**config.mk**
```make
export PLATFORM = sky130hd
export DESIGN_NAME = blt_param_regs
export DESIGN_NICKNAME = d
export VERILOG_FILES = /design/src/blt_pkg.sv /design/src/blt_param_regs.sv
export SDC_FILE = /design/constraint.sdc
export NUM_CORES = 2
export LEC_CHECK = 0
export BUFFER_PORTS_ARGS = -buffer_cell sky130_fd_sc_hd__buf_4
export CORE_MARGIN = 1
export CORE_UTILIZATION = 55
export CTS_BUF_LIST = sky130_fd_sc_hd__clkbuf_2 sky130_fd_sc_hd__clkbuf_4 sky130_fd_sc_hd__clkbuf_8
export DETAILED_ROUTE_END_ITERATION = 7
export HOLD_SLACK_MARGIN = 0.12
export PLACE_DENSITY = 0.86
export SLEW_MARGIN = 20
export SYNTH_ARGS = -nofsm -noshare
export SYNTH_HDL_FRONTEND = slang
export SYNTH_SLANG_ARGS = --single-unit
```
**constraint.sdc**
```tcl
create_clock -name clk -period 7.7 [get_ports clk]
set_clock_uncertainty 0.05 [all_clocks]
set_input_delay 0.385 -clock clk [delete_from_list [all_inputs] [get_ports clk]]
set_output_delay 0.385 -clock clk [all_outputs]
set_load 0.03 [all_outputs]
```
**src/blt_pkg.sv**
```systemverilog
// Shared constants and carrier types for the block-transfer parameter bank
package blt_pkg;

  // ---------------------------------------------------------------------------
  // Field widths
  // ---------------------------------------------------------------------------
  localparam int unsigned ADDR_W   = 7;
  localparam int unsigned WIDTH_W  = 13;
  localparam int unsigned HEIGHT_W = 11;
  localparam int unsigned PITCH_W  = 13;
  localparam int unsigned START_W  = 22;

  // ---------------------------------------------------------------------------
  // Memory-mapped byte offsets
  // ---------------------------------------------------------------------------
  localparam logic [6:0] OFS_BG0   = 7'h00;
  localparam logic [6:0] OFS_BG1   = 7'h01;
  localparam logic [6:0] OFS_BG2   = 7'h02;
  localparam logic [6:0] OFS_BG3   = 7'h03;
  localparam logic [6:0] OFS_FG0   = 7'h04;
  localparam logic [6:0] OFS_FG1   = 7'h05;
  localparam logic [6:0] OFS_FG2   = 7'h06;
  localparam logic [6:0] OFS_FG3   = 7'h07;
  localparam logic [6:0] OFS_WLO   = 7'h08;
  localparam logic [6:0] OFS_WHI   = 7'h09;
  localparam logic [6:0] OFS_HLO   = 7'h0A;
  localparam logic [6:0] OFS_HHI   = 7'h0B;
  localparam logic [6:0] OFS_DPLO  = 7'h0C;
  localparam logic [6:0] OFS_DPHI  = 7'h0D;
  localparam logic [6:0] OFS_SPLO  = 7'h0E;
  localparam logic [6:0] OFS_SPHI  = 7'h0F;
  localparam logic [6:0] OFS_DS0   = 7'h10;
  localparam logic [6:0] OFS_DS1   = 7'h11;
  localparam logic [6:0] OFS_DS2   = 7'h12;
  localparam logic [6:0] OFS_SS0   = 7'h14;
  localparam logic [6:0] OFS_SS1   = 7'h15;
  localparam logic [6:0] OFS_SS2   = 7'h16;
  localparam logic [6:0] OFS_CLIP  = 7'h17;
  localparam logic [6:0] OFS_MODE  = 7'h18;
  localparam logic [6:0] OFS_ROP   = 7'h1A;
  localparam logic [6:0] OFS_MEXT  = 7'h1B;
  localparam logic [6:0] OFS_KEY0  = 7'h1C;
  localparam logic [6:0] OFS_KEY1  = 7'h1D;
  localparam logic [6:0] OFS_START = 7'h40;
  localparam logic [6:0] OFS_NONE  = 7'h7F;

  // ---------------------------------------------------------------------------
  // Indexed port: indices that differ from the offsets above
  // ---------------------------------------------------------------------------
  localparam logic [6:0] IDX_BG0   = 7'h00;
  localparam logic [6:0] IDX_FG0   = 7'h01;
  localparam logic [6:0] IDX_COL1  = 7'h10;
  localparam logic [6:0] IDX_COL7  = 7'h15;
  localparam logic [6:0] IDX_FIRST = 7'h20;
  localparam logic [6:0] IDX_LAST  = 7'h35;
  localparam logic [6:0] IDX_START = 7'h31;
  localparam logic [6:0] IDX_BASE  = 7'h18;

  // ---------------------------------------------------------------------------
  // Mode and start/status bit positions, reset values
  // ---------------------------------------------------------------------------
  localparam int unsigned MODE_EXPW_LO = 4;
  localparam int unsigned ST_AUTO      = 7;
  localparam int unsigned ST_SYSLOC    = 6;
  localparam int unsigned ST_PAUSE     = 5;
  localparam int unsigned ST_RESET     = 2;
  localparam int unsigned ST_START     = 1;
  localparam int unsigned ST_BUSY      = 0;
  localparam logic [7:0]  ST_WR_MASK   = 8'hE4;
  localparam logic [7:0]  RST_BYTE     = 8'h00;

  typedef enum logic [1:0] {
    BPP8  = 2'h0,
    BPP16 = 2'h1,
    BPP24 = 2'h2,
    BPP32 = 2'h3
  } blt_bpp_t;

  typedef struct packed {
    logic              wr;
    logic              rd;
    logic              io;
    logic [ADDR_W-1:0] addr;
    logic [7:0]        wdata;
  } blt_host_req_t;

  typedef struct packed {
    logic       valid;
    logic [7:0] data;
  } blt_host_rsp_t;

  typedef struct packed {
    logic [31:0]         bg;
    logic [31:0]         fg;
    logic [WIDTH_W-1:0]  width;
    logic [HEIGHT_W-1:0] height;
    logic [PITCH_W-1:0]  dpitch;
    logic [PITCH_W-1:0]  spitch;
    logic [START_W-1:0]  dstart;
    logic [START_W-1:0]  sstart;
    logic [7:0]          clip;
    logic [7:0]          mode;
    logic [7:0]          rop;
    logic [7:0]          mode_ext;
    logic [15:0]         key;
  } blt_params_t;

endpackage : blt_pkg
```
**src/blt_param_regs.sv**
```systemverilog
// Parameter register bank of the block-transfer engine
// Notes on behaviour
// The width field is 13 bits and holds the width in bytes minus one.
// Width bits 12:8 sit in the low five bits of the high byte, bits 7:0 in the low byte.
// The height field is 11 bits and holds the scanline count minus one.
// Height bits 10:8 sit in the low three bits of the high byte, bits 7:0 in the low byte.
// Destination pitch is 13 bits, bits 12:8 in its high byte and 7:0 in its low byte.
// Source pitch is 13 bits, bits 12:8 in its high byte and 7:0 in its low byte.
// Destination start is a 22-bit byte address kept in three bytes as 21:16, 15:8, 7:0.
// Source start is a 22-bit byte address kept in three bytes as 21:16, 15:8, 7:0.
// For pattern copy the low bits of the lowest source start byte give the pattern offset.
// Colour bytes used are 0 at 8 bpp, 0-1 at 16, 0-2 at 24 and 0-3 at 32 bpp.
// Software must enable transparency at 24 bpp since no 24-bit background exists.
// Foreground and background bytes feed both colour expansion and solid fill.
// The two-bit expansion width in the mode register picks 8, 16, 24 or 32 bpp.
// Stored values reach the engine unchanged at start; line address is start plus line times pitch.
module blt_param_regs #(
  parameter int unsigned PAT_OFS_W = 3
) (
  input  wire logic                           clk,
  input  wire logic                           sys_rst,
  input  wire blt_pkg::blt_host_req_t         host_req,
  output      blt_pkg::blt_host_rsp_t         host_rsp,
  input  wire logic                           eng_busy,
  input  wire logic [blt_pkg::HEIGHT_W-1:0]   eng_line,
  output      blt_pkg::blt_params_t           eng_params,
  output      logic                           eng_start,
  output      logic                           eng_reset,
  output      logic                           eng_autostart,
  output      logic [31:0]                    fg_pixel,
  output      logic [31:0]                    bg_pixel,
  output      logic [blt_pkg::START_W-1:0]    dst_line_addr,
  output      logic [blt_pkg::START_W-1:0]    src_line_addr,
  output      logic [PAT_OFS_W-1:0]           pat_offset
);

  // ---------------------------------------------------------------------------
  // Elaboration check
  // ---------------------------------------------------------------------------
  if (PAT_OFS_W < 1 || PAT_OFS_W > 8) begin : g_bad_pat
    $error("PAT_OFS_W must lie in 1..8");
  end

  // ---------------------------------------------------------------------------
  // State
  // ---------------------------------------------------------------------------
  typedef struct packed {
    blt_pkg::blt_params_t          cfg;
    logic [7:0]                    ctl;
    blt_pkg::blt_params_t          snap;
    blt_pkg::blt_host_rsp_t        rsp;
    logic                          start;
    logic [31:0]                   fg_pix;
    logic [31:0]                   bg_pix;
    logic [blt_pkg::START_W-1:0]   dline;
    logic [blt_pkg::START_W-1:0]   sline;
    logic [PAT_OFS_W-1:0]          pat;
  } blt_state_t;

  blt_state_t st_r;
  blt_state_t st_nxt;

  // ---------------------------------------------------------------------------
  // Helpers
  // ---------------------------------------------------------------------------
  // Indexed accesses are folded onto the memory-mapped offsets so one decoder serves both
  function automatic logic [6:0] blt_offset(input logic io, input logic [6:0] a);
    logic [6:0] o;
    o = blt_pkg::OFS_NONE;
    if (!io) begin
      o = a;
    end else if (a == blt_pkg::IDX_BG0) begin
      o = blt_pkg::OFS_BG0;
    end else if (a == blt_pkg::IDX_FG0) begin
      o = blt_pkg::OFS_FG0;
    end else if (a >= blt_pkg::IDX_COL1 && a <= blt_pkg::IDX_COL7) begin
      // Odd indices are foreground, even ones background
      o = {4'h0, a[0], 2'(a[2:1] + 2'h1)};
    end else if (a == blt_pkg::IDX_START) begin
      o = blt_pkg::OFS_START;
    end else if (a >= blt_pkg::IDX_FIRST && a <= blt_pkg::IDX_LAST) begin
      o = 7'(a - blt_pkg::IDX_BASE);
    end
    return o;
  endfunction : blt_offset

  // Pick the colour bytes that the selected expansion width consults
  function automatic logic [31:0] blt_colour(input logic [31:0] b, input logic [1:0] w,
                                             input logic is_bg);
    logic [31:0] c;
    c = 32'h0;
    unique case (blt_pkg::blt_bpp_t'(w))
      blt_pkg::BPP8:  c = {24'h0, b[7:0]};
      blt_pkg::BPP16: c = {16'h0, b[15:0]};
      // There is no 24-bit background; zeroes must be transparent
      blt_pkg::BPP24: c = is_bg ? 32'h0 : {8'h0, b[23:0]};
      blt_pkg::BPP32: c = b;
    endcase
    return c;
  endfunction : blt_colour

  function automatic logic [blt_pkg::START_W-1:0] blt_line_addr(
    input logic [blt_pkg::START_W-1:0]  base,
    input logic [blt_pkg::PITCH_W-1:0]  pitch,
    input logic [blt_pkg::HEIGHT_W-1:0] line
  );
    logic [23:0] prod;
    logic [23:0] full;
    prod = 24'(pitch) * 24'(line);
    full = {2'h0, base} + prod;
    // Wraps within the 4 Mbyte space
    return full[blt_pkg::START_W-1:0];
  endfunction : blt_line_addr

  // ---------------------------------------------------------------------------
  // Next state
  // ---------------------------------------------------------------------------
  logic [6:0] ofs;
  logic [7:0] wd;
  logic [7:0] rd;
  logic       go;

  always_comb begin
    st_nxt = st_r;
    ofs    = blt_offset(host_req.io, host_req.addr);
    wd     = host_req.wdata;
    rd     = 8'h00;
    go     = 1'b0;

    // Register writes
    if (host_req.wr) begin
      unique case (ofs)
        blt_pkg::OFS_BG0:   st_nxt.cfg.bg[7:0]       = wd;
        blt_pkg::OFS_BG1:   st_nxt.cfg.bg[15:8]      = wd;
        blt_pkg::OFS_BG2:   st_nxt.cfg.bg[23:16]     = wd;
        blt_pkg::OFS_BG3:   st_nxt.cfg.bg[31:24]     = wd;
        blt_pkg::OFS_FG0:   st_nxt.cfg.fg[7:0]       = wd;
        blt_pkg::OFS_FG1:   st_nxt.cfg.fg[15:8]      = wd;
        blt_pkg::OFS_FG2:   st_nxt.cfg.fg[23:16]     = wd;
        blt_pkg::OFS_FG3:   st_nxt.cfg.fg[31:24]     = wd;
        blt_pkg::OFS_WLO:   st_nxt.cfg.width[7:0]    = wd;
        blt_pkg::OFS_WHI:   st_nxt.cfg.width[12:8]   = wd[4:0];
        blt_pkg::OFS_HLO:   st_nxt.cfg.height[7:0]   = wd;
        blt_pkg::OFS_HHI:   st_nxt.cfg.height[10:8]  = wd[2:0];
        blt_pkg::OFS_DPLO:  st_nxt.cfg.dpitch[7:0]   = wd;
        blt_pkg::OFS_DPHI:  st_nxt.cfg.dpitch[12:8]  = wd[4:0];
        blt_pkg::OFS_SPLO:  st_nxt.cfg.spitch[7:0]   = wd;
        blt_pkg::OFS_SPHI:  st_nxt.cfg.spitch[12:8]  = wd[4:0];
        blt_pkg::OFS_DS0:   st_nxt.cfg.dstart[7:0]   = wd;
        blt_pkg::OFS_DS1:   st_nxt.cfg.dstart[15:8]  = wd;
        blt_pkg::OFS_DS2:   st_nxt.cfg.dstart[21:16] = wd[5:0];
        blt_pkg::OFS_SS0:   st_nxt.cfg.sstart[7:0]   = wd;
        blt_pkg::OFS_SS1:   st_nxt.cfg.sstart[15:8]  = wd;
        blt_pkg::OFS_SS2:   st_nxt.cfg.sstart[21:16] = wd[5:0];
        blt_pkg::OFS_CLIP:  st_nxt.cfg.clip          = wd;
        blt_pkg::OFS_MODE:  st_nxt.cfg.mode          = wd;
        blt_pkg::OFS_ROP:   st_nxt.cfg.rop           = wd;
        blt_pkg::OFS_MEXT:  st_nxt.cfg.mode_ext      = wd;
        blt_pkg::OFS_KEY0:  st_nxt.cfg.key[7:0]      = wd;
        blt_pkg::OFS_KEY1:  st_nxt.cfg.key[15:8]     = wd;
        blt_pkg::OFS_START: begin
          st_nxt.ctl = wd & blt_pkg::ST_WR_MASK;
          // A start request while the engine runs is dropped
          go         = wd[blt_pkg::ST_START] & ~eng_busy;
        end
        default: ;
      endcase
    end

    // Register reads; unused and reserved bits read as zero
    unique case (ofs)
      blt_pkg::OFS_BG0:   rd = st_r.cfg.bg[7:0];
      blt_pkg::OFS_BG1:   rd = st_r.cfg.bg[15:8];
      blt_pkg::OFS_BG2:   rd = st_r.cfg.bg[23:16];
      blt_pkg::OFS_BG3:   rd = st_r.cfg.bg[31:24];
      blt_pkg::OFS_FG0:   rd = st_r.cfg.fg[7:0];
      blt_pkg::OFS_FG1:   rd = st_r.cfg.fg[15:8];
      blt_pkg::OFS_FG2:   rd = st_r.cfg.fg[23:16];
      blt_pkg::OFS_FG3:   rd = st_r.cfg.fg[31:24];
      blt_pkg::OFS_WLO:   rd = st_r.cfg.width[7:0];
      blt_pkg::OFS_WHI:   rd = {3'h0, st_r.cfg.width[12:8]};
      blt_pkg::OFS_HLO:   rd = st_r.cfg.height[7:0];
      blt_pkg::OFS_HHI:   rd = {5'h0, st_r.cfg.height[10:8]};
      blt_pkg::OFS_DPLO:  rd = st_r.cfg.dpitch[7:0];
      blt_pkg::OFS_DPHI:  rd = {3'h0, st_r.cfg.dpitch[12:8]};
      blt_pkg::OFS_SPLO:  rd = st_r.cfg.spitch[7:0];
      blt_pkg::OFS_SPHI:  rd = {3'h0, st_r.cfg.spitch[12:8]};
      blt_pkg::OFS_DS0:   rd = st_r.cfg.dstart[7:0];
      blt_pkg::OFS_DS1:   rd = st_r.cfg.dstart[15:8];
      blt_pkg::OFS_DS2:   rd = {2'h0, st_r.cfg.dstart[21:16]};
      blt_pkg::OFS_SS0:   rd = st_r.cfg.sstart[7:0];
      blt_pkg::OFS_SS1:   rd = st_r.cfg.sstart[15:8];
      blt_pkg::OFS_SS2:   rd = {2'h0, st_r.cfg.sstart[21:16]};
      blt_pkg::OFS_CLIP:  rd = st_r.cfg.clip;
      blt_pkg::OFS_MODE:  rd = st_r.cfg.mode;
      blt_pkg::OFS_ROP:   rd = st_r.cfg.rop;
      blt_pkg::OFS_MEXT:  rd = st_r.cfg.mode_ext;
      blt_pkg::OFS_KEY0:  rd = st_r.cfg.key[7:0];
      blt_pkg::OFS_KEY1:  rd = st_r.cfg.key[15:8];
      blt_pkg::OFS_START: begin
        rd                   = st_r.ctl;
        rd[blt_pkg::ST_BUSY] = eng_busy | st_r.start;
      end
      default:            rd = 8'h00;
    endcase
    st_nxt.rsp.valid = host_req.rd;
    st_nxt.rsp.data  = host_req.rd ? rd : st_r.rsp.data;

    // Snapshot at start so later writes cannot disturb a running transfer
    st_nxt.start = go;
    if (go) begin
      st_nxt.snap = st_r.cfg;
    end
    st_nxt.pat    = st_nxt.snap.sstart[PAT_OFS_W-1:0];
    st_nxt.fg_pix = blt_colour(st_nxt.snap.fg,
                               st_nxt.snap.mode[blt_pkg::MODE_EXPW_LO +: 2], 1'b0);
    st_nxt.bg_pix = blt_colour(st_nxt.snap.bg,
                               st_nxt.snap.mode[blt_pkg::MODE_EXPW_LO +: 2], 1'b1);
    st_nxt.dline  = blt_line_addr(st_r.snap.dstart, st_r.snap.dpitch, eng_line);
    st_nxt.sline  = blt_line_addr(st_r.snap.sstart, st_r.snap.spitch, eng_line);
  end

  always_ff @(posedge clk) begin
    if (sys_rst) begin
      st_r <= '0;
    end else begin
      st_r <= st_nxt;
    end
  end

  // ---------------------------------------------------------------------------
  // Outputs
  // ---------------------------------------------------------------------------
  assign host_rsp      = st_r.rsp;
  assign eng_params    = st_r.snap;
  assign eng_start     = st_r.start;
  assign eng_reset     = st_r.ctl[blt_pkg::ST_RESET];
  assign eng_autostart = st_r.ctl[blt_pkg::ST_AUTO];
  assign fg_pixel      = st_r.fg_pix;
  assign bg_pixel      = st_r.bg_pix;
  assign dst_line_addr = st_r.dline;
  assign src_line_addr = st_r.sline;
  assign pat_offset    = st_r.pat;

  // ---------------------------------------------------------------------------
  // Assertions
  // ---------------------------------------------------------------------------
  logic wr_whi;
  logic wr_hhi;
  logic wr_dplo;
  logic wr_sphi;
  logic wr_ds2;
  logic wr_ss0;
  logic rd_whi;
  logic wr_go;
  assign wr_whi  = host_req.wr && ofs == blt_pkg::OFS_WHI;
  assign wr_hhi  = host_req.wr && ofs == blt_pkg::OFS_HHI;
  assign wr_dplo = host_req.wr && ofs == blt_pkg::OFS_DPLO;
  assign wr_sphi = host_req.wr && ofs == blt_pkg::OFS_SPHI;
  assign wr_ds2  = host_req.wr && ofs == blt_pkg::OFS_DS2;
  assign wr_ss0  = host_req.wr && ofs == blt_pkg::OFS_SS0;
  assign rd_whi  = host_req.rd && ofs == blt_pkg::OFS_WHI;
  assign wr_go   = go;

  property p_width_hi;
    @(posedge clk) disable iff (sys_rst)
    wr_whi |=> st_r.cfg.width[12:8] == $past(host_req.wdata[4:0]);
  endproperty
  a_width_hi: assert property (p_width_hi) else $error("width high byte not stored");

  property p_width_rd;
    @(posedge clk) disable iff (sys_rst)
    rd_whi |=> host_rsp.valid && host_rsp.data[7:5] == 3'h0
               && host_rsp.data[4:0] == st_r.cfg.width[12:8];
  endproperty
  a_width_rd: assert property (p_width_rd) else $error("width high byte read wrong");

  property p_height_hi;
    @(posedge clk) disable iff (sys_rst)
    wr_hhi |=> st_r.cfg.height == {$past(host_req.wdata[2:0]), $past(st_r.cfg.height[7:0])};
  endproperty
  a_height_hi: assert property (p_height_hi) else $error("height high byte not stored");

  property p_height_rd;
    @(posedge clk) disable iff (sys_rst)
    (host_req.rd && ofs == blt_pkg::OFS_HHI) |=> host_rsp.data[7:3] == 5'h0;
  endproperty
  a_height_rd: assert property (p_height_rd) else $error("height high bits not zero");

  property p_dpitch;
    @(posedge clk) disable iff (sys_rst)
    wr_dplo |=> st_r.cfg.dpitch[7:0] == $past(host_req.wdata)
                && st_r.cfg.dpitch[12:8] == $past(st_r.cfg.dpitch[12:8]);
  endproperty
  a_dpitch: assert property (p_dpitch) else $error("destination pitch low byte wrong");

  property p_spitch;
    @(posedge clk) disable iff (sys_rst)
    wr_sphi |=> st_r.cfg.spitch[12:8] == $past(host_req.wdata[4:0]);
  endproperty
  a_spitch: assert property (p_spitch) else $error("source pitch high byte wrong");

  property p_dstart;
    @(posedge clk) disable iff (sys_rst)
    wr_ds2 |=> st_r.cfg.dstart[21:16] == $past(host_req.wdata[5:0])
               && st_r.cfg.dstart[15:0] == $past(st_r.cfg.dstart[15:0]);
  endproperty
  a_dstart: assert property (p_dstart) else $error("destination start top byte wrong");

  property p_sstart;
    @(posedge clk) disable iff (sys_rst)
    wr_ss0 |=> st_r.cfg.sstart[7:0] == $past(host_req.wdata);
  endproperty
  a_sstart: assert property (p_sstart) else $error("source start low byte wrong");

  property p_pattern;
    @(posedge clk) disable iff (sys_rst)
    eng_start |-> pat_offset == eng_params.sstart[PAT_OFS_W-1:0];
  endproperty
  a_pattern: assert property (p_pattern) else $error("pattern offset mismatch");

  property p_colour8;
    @(posedge clk) disable iff (sys_rst)
    eng_params.mode[blt_pkg::MODE_EXPW_LO +: 2] == 2'h0
      |-> fg_pixel == {24'h0, eng_params.fg[7:0]} && bg_pixel == {24'h0, eng_params.bg[7:0]};
  endproperty
  a_colour8: assert property (p_colour8) else $error("8 bpp colour bytes wrong");

  property p_colour24;
    @(posedge clk) disable iff (sys_rst)
    eng_params.mode[blt_pkg::MODE_EXPW_LO +: 2] == 2'h2
      |-> fg_pixel == {8'h0, eng_params.fg[23:0]} && bg_pixel == 32'h0;
  endproperty
  a_colour24: assert property (p_colour24) else $error("24 bpp colour bytes wrong");

  property p_start;
    @(posedge clk) disable iff (sys_rst)
    wr_go |=> eng_start && eng_params.fg == $past(st_r.cfg.fg)
              && eng_params.bg == $past(st_r.cfg.bg) ##1 !eng_start;
  endproperty
  a_start: assert property (p_start) else $error("start snapshot wrong");

  property p_line;
    @(posedge clk) disable iff (sys_rst)
    !eng_start ##1 !eng_start |-> dst_line_addr ==
      22'({2'h0, $past(eng_params.dstart)} + 24'($past(eng_params.dpitch)) * 24'($past(eng_line)));
  endproperty
  a_line: assert property (p_line) else $error("destination line address wrong");

  property p_colour16;
    @(posedge clk) disable iff (sys_rst)
    eng_params.mode[blt_pkg::MODE_EXPW_LO +: 2] == 2'h1
      |-> fg_pixel == {16'h0, eng_params.fg[15:0]} && bg_pixel == {16'h0, eng_params.bg[15:0]};
  endproperty
  a_colour16: assert property (p_colour16) else $error("16 bpp colour bytes wrong");

  property p_colour32;
    @(posedge clk) disable iff (sys_rst)
    eng_params.mode[blt_pkg::MODE_EXPW_LO +: 2] == 2'h3
      |-> fg_pixel == eng_params.fg && bg_pixel == eng_params.bg;
  endproperty
  a_colour32: assert property (p_colour32) else $error("32 bpp colour bytes wrong");

  // Host writes between starts must never reach a running transfer
  property p_snap_hold;
    @(posedge clk) disable iff (sys_rst)
    !wr_go |=> eng_params == $past(eng_params);
  endproperty
  a_snap_hold: assert property (p_snap_hold) else $error("snapshot moved without start");

  property p_busy_drop;
    @(posedge clk) disable iff (sys_rst)
    eng_busy |=> !eng_start;
  endproperty
  a_busy_drop: assert property (p_busy_drop) else $error("start taken while busy");

endmodule : blt_param_regs

```
==> impl_metrics.json <==
{
  "postCtsSetupBuffers": 0,
  "post-route-util_pct": 60.33,
  "nNetsFinal": 4211,
  "syn_to_final_growth_pct": 7.519,
  "cp_max_fo": 13,
  "vias_per_cell": 5.780,
  "syn_area_per_cell_um2": 8.373,
  "peakVddDrop_mv": 0.1600,
  "globalplace.congestion": 1.037,
  "outcome": "completed",
  "timing_hold_violations_final": 0,
  "clockRootBuffer": "clkbuf_8",
  "final.period_utilization_pct": 75.00,
  "grt_usage_pct": 32.15,
  "fin_setup_tns_ps": 0,
  "path_clk_slew_ps": 70,
  "p_per_area_nw_per_um2": 162.0,
  "worstPathCellList": "nand2_1 -> fa_1 -> fa_1 -> fa_1 -> inv_1 -> fa_1 -> inv_1 -> fa_1 -> inv_1 -> ha_1 -> a2111oi_0 -> o31ai_1 -> o41a_1 -> a41o_1 -> o41ai_1 -> xor2_1 -> nor2_1",
  "ys_seq_area_share_pct": 32.22,
  "synth_edf_count": 0,
  "cpPeakStageDelay_ps": 620,
  "fp.dieH_um": 245.8,
  "wl_per_cell_um": 21.01,
  "grt_pass1_vias": 26162,
  "ys.flop_type": "dfxtp_1",
  "die_area_um2": 60400,
  "crit_type": "flop to flop",
  "rows": 88,
  "critPathLaunchType": "flop",
  "post-route-min-period_ps": 5775,
  "final-setup-viol-count": 0,
  "drcViolationCount": 0,
  "synth.area.top_cells": "dfxtp_1 32%, fa_1 14%, nand2_1 9.1%",
  "async_flop_share_pct": 0,
  "ys_warn_count": 0,
  "die_x_um": 245.8,
  "rsz0062_at_grt": "no",
  "clock-sinks": 526,
  "cts_buffer_depth": 3,
  "htree_levels": 3,
  "drt-total-wl_um": 98000,
  "relSlewSlack_pct": 27.10,
  "synth_top_area_share_pct": 32.22,
  "max_cap_violations": 0,
  "hold_class": "input port to flop",
  "cts-buffers-inserted": 86,
  "start_util_pct": 56.11,
  "p_leak_uw": 0.01505,
  "dp.final_hpwl_um": 71730,
  "crit_arrival_ps": 6260,
  "synth_top_area_cell": "dfxtp_1",
  "worst_setup_path_end_kind": "flop",
  "fmax_ghz": 0.1732,
  "slew_violations": 0,
  "synth_nets": 4276,
  "portBuffers": 360,
  "antenna_found_initial": 4,
  "cts.repair.resized": 0,
  "grt_max_degree": 171,
  "tightestPinTransition_ps": 1085,
  "synth_seq_cells": 526,
  "synth_cell_types": 92,
  "drtIter0Drc": 3019,
  "ant_nets": 0,
  "clk_latency_ps": 720,
  "cp.required_ps": 8180,
  "netlist_area_um2": 32680,
  "num_vias": 26959,
  "crit_top_cell": "fa_1",
  "r2r_setup_slack_ps": 1920,
  "placeableCoreArea_um2": 58250,
  "slowest_stage": "dfxtp_1",
  "drive_above_1_share_pct": 15.32,
  "overflow": 0,
  "grt_pass1_wl_um": 149500,
  "synth_cells": 3903,
  "ioPinCount": 361,
  "drt_first_pass_iters": 8,
  "cts_tree": "done"
}
power breakdown:
part           internal [uW]  total [uW]  switching [uW]  leakage [uW]
combinational           52.9         275             222       0.00982
sequential              2730        2730            5.28       0.00423
clock                   1460        2690            1230      0.000992
area by class of cell:
class	instances	area [um^2]
diodes	1	2.502
clock buffers	129	1644
clock inverters	19	254.0
fillers	4844	23110
inverters	381	1430
multi-input cells	2447	17300
flip-flops and latches	526	10530
well taps	765	957.2
repair buffers	396	3018
sequential cells by signal (all words and copies together) (netlist names), 9 cells and up:
signal,count
host_rsp,9
st_r,208
fg_pixel,24
src_line_addr,22
bg_pixel,32
eng_params,206
dst_line_addr,22
cell usage after synthesis (7+ instances only):
| library cell | n |
|---|---|
| xnor2_1 | 24 |
| a22o_1 | 8 |
| nand4_1 | 8 |
| buf_1 | 7 |
| nor4_1 | 12 |
| a2111oi_0 | 16 |
| mux2i_1 | 93 |
| nor3_1 | 40 |
| nand3_1 | 128 |
| a211oi_1 | 10 |
| nand2b_1 | 9 |
| xor2_1 | 15 |
| dfxtp_1 | 526 |
| and3_1 | 37 |
| fa_1 | 236 |
| a32oi_1 | 18 |
| nor3_2 | 10 |
| ha_1 | 105 |
| a21oi_1 | 355 |
| and2_1 | 140 |
| buf_2 | 44 |
| a32o_1 | 7 |
| nand2_1 | 791 |
| nor2b_1 | 33 |
| a22oi_1 | 22 |
| buf_4 | 345 |
| clkbuf_1 | 150 |
| o21ai_0 | 40 |
| inv_1 | 380 |
| and4_1 | 12 |
| nor2_1 | 160 |
per-stage QoR:
step / instances / cell area [um^2] / worst slack, ps / power (uW) / hold slack, ps
after floorplan: 3903 / 32680 / 2319 / 2962 / 384.1
after global placement: 4505 / 33130 / 1928 / 3050 / 393.4
after detailed placement: 4505 / 33130 / 1890 / 3050 / 397.4
after CTS: 4663 / 35130 / 1942 / 5706 / 141.3
after global routing: 4664 / 35140 / 1534 / 5846 / 187.4
final: 4664 / 35140 / 1925 / 5692 / 195.2
final timing paths:
kind / start / to / depth (start not counted)
worst min register to register: eng_params[45] / eng_params[45] / 2
worst min-delay path: host_req[17] / st_r[453] / 3
worst max-delay path: eng_params[112] / dst_line_addr[20] / 17
worst max register to register: eng_params[112] / dst_line_addr[20] / 17
critical path, delay by kind of cell, from the launching register on:
family                   cells  cell delay, ps
adder cells (fa/ha/maj)      6            2740
flip-flops                   1             620
buffers and inverters        3             140
AND/OR/NAND/NOR              2             200
AO/OA/AOI/OAI                5            1690
XOR/XNOR                     1             170
routing by layer:
| layer | wire length (um) | track usage, % |
|---|---|---|
| met5 | 32 | 0 |
| met4 | 5595 | 17.43 |
| met3 | 9585 | 7.170 |
| met2 | 46530 | 52.58 |
| met1 | 36250 | 39.30 |
placed cells by master, fill, tap and decap left out, drive strengths merged, types with 9 or more instances in the layout:
| master | instances |
|---|---|
| nand2b | 9 |
| o21ai | 42 |
| nor3 | 54 |
| xor2 | 15 |
| inv | 385 |
| mux2i | 95 |
| a32oi | 18 |
| nor2 | 165 |
| nor2b | 33 |
| a2111oi | 17 |
| nand3 | 130 |
| a21oi | 356 |
| dlygate4sd3 | 10 |
| and4 | 12 |
| nand4 | 10 |
| and3 | 37 |
| buf | 386 |
| a211oi | 11 |
| clkinv | 11 |
| a22oi | 23 |
| xnor2 | 24 |
| fa | 236 |
| nor4 | 18 |
| and2 | 140 |
| nand2 | 797 |
| ha | 105 |
| dfxtp | 526 |
| clkbuf | 129 |
cells by family after synthesis:
logic type,share of synthesized area [%]
and+or+nand+nor,20.04
buffers and inverters,14.86
AOI/OAI and AO/OA,10.39
DFF,32.22
adders and majority gates,18.48
muxes,2.967
xor gates and xnor gates,1.045
what timing repair did:
item | CTS | global route
setup endpoints to repair | 0 | 0
hold buffers | 10 | 0
hold endpoints to repair | 134 | 0
Note: power is estimated with default switching activity, not from simulation.
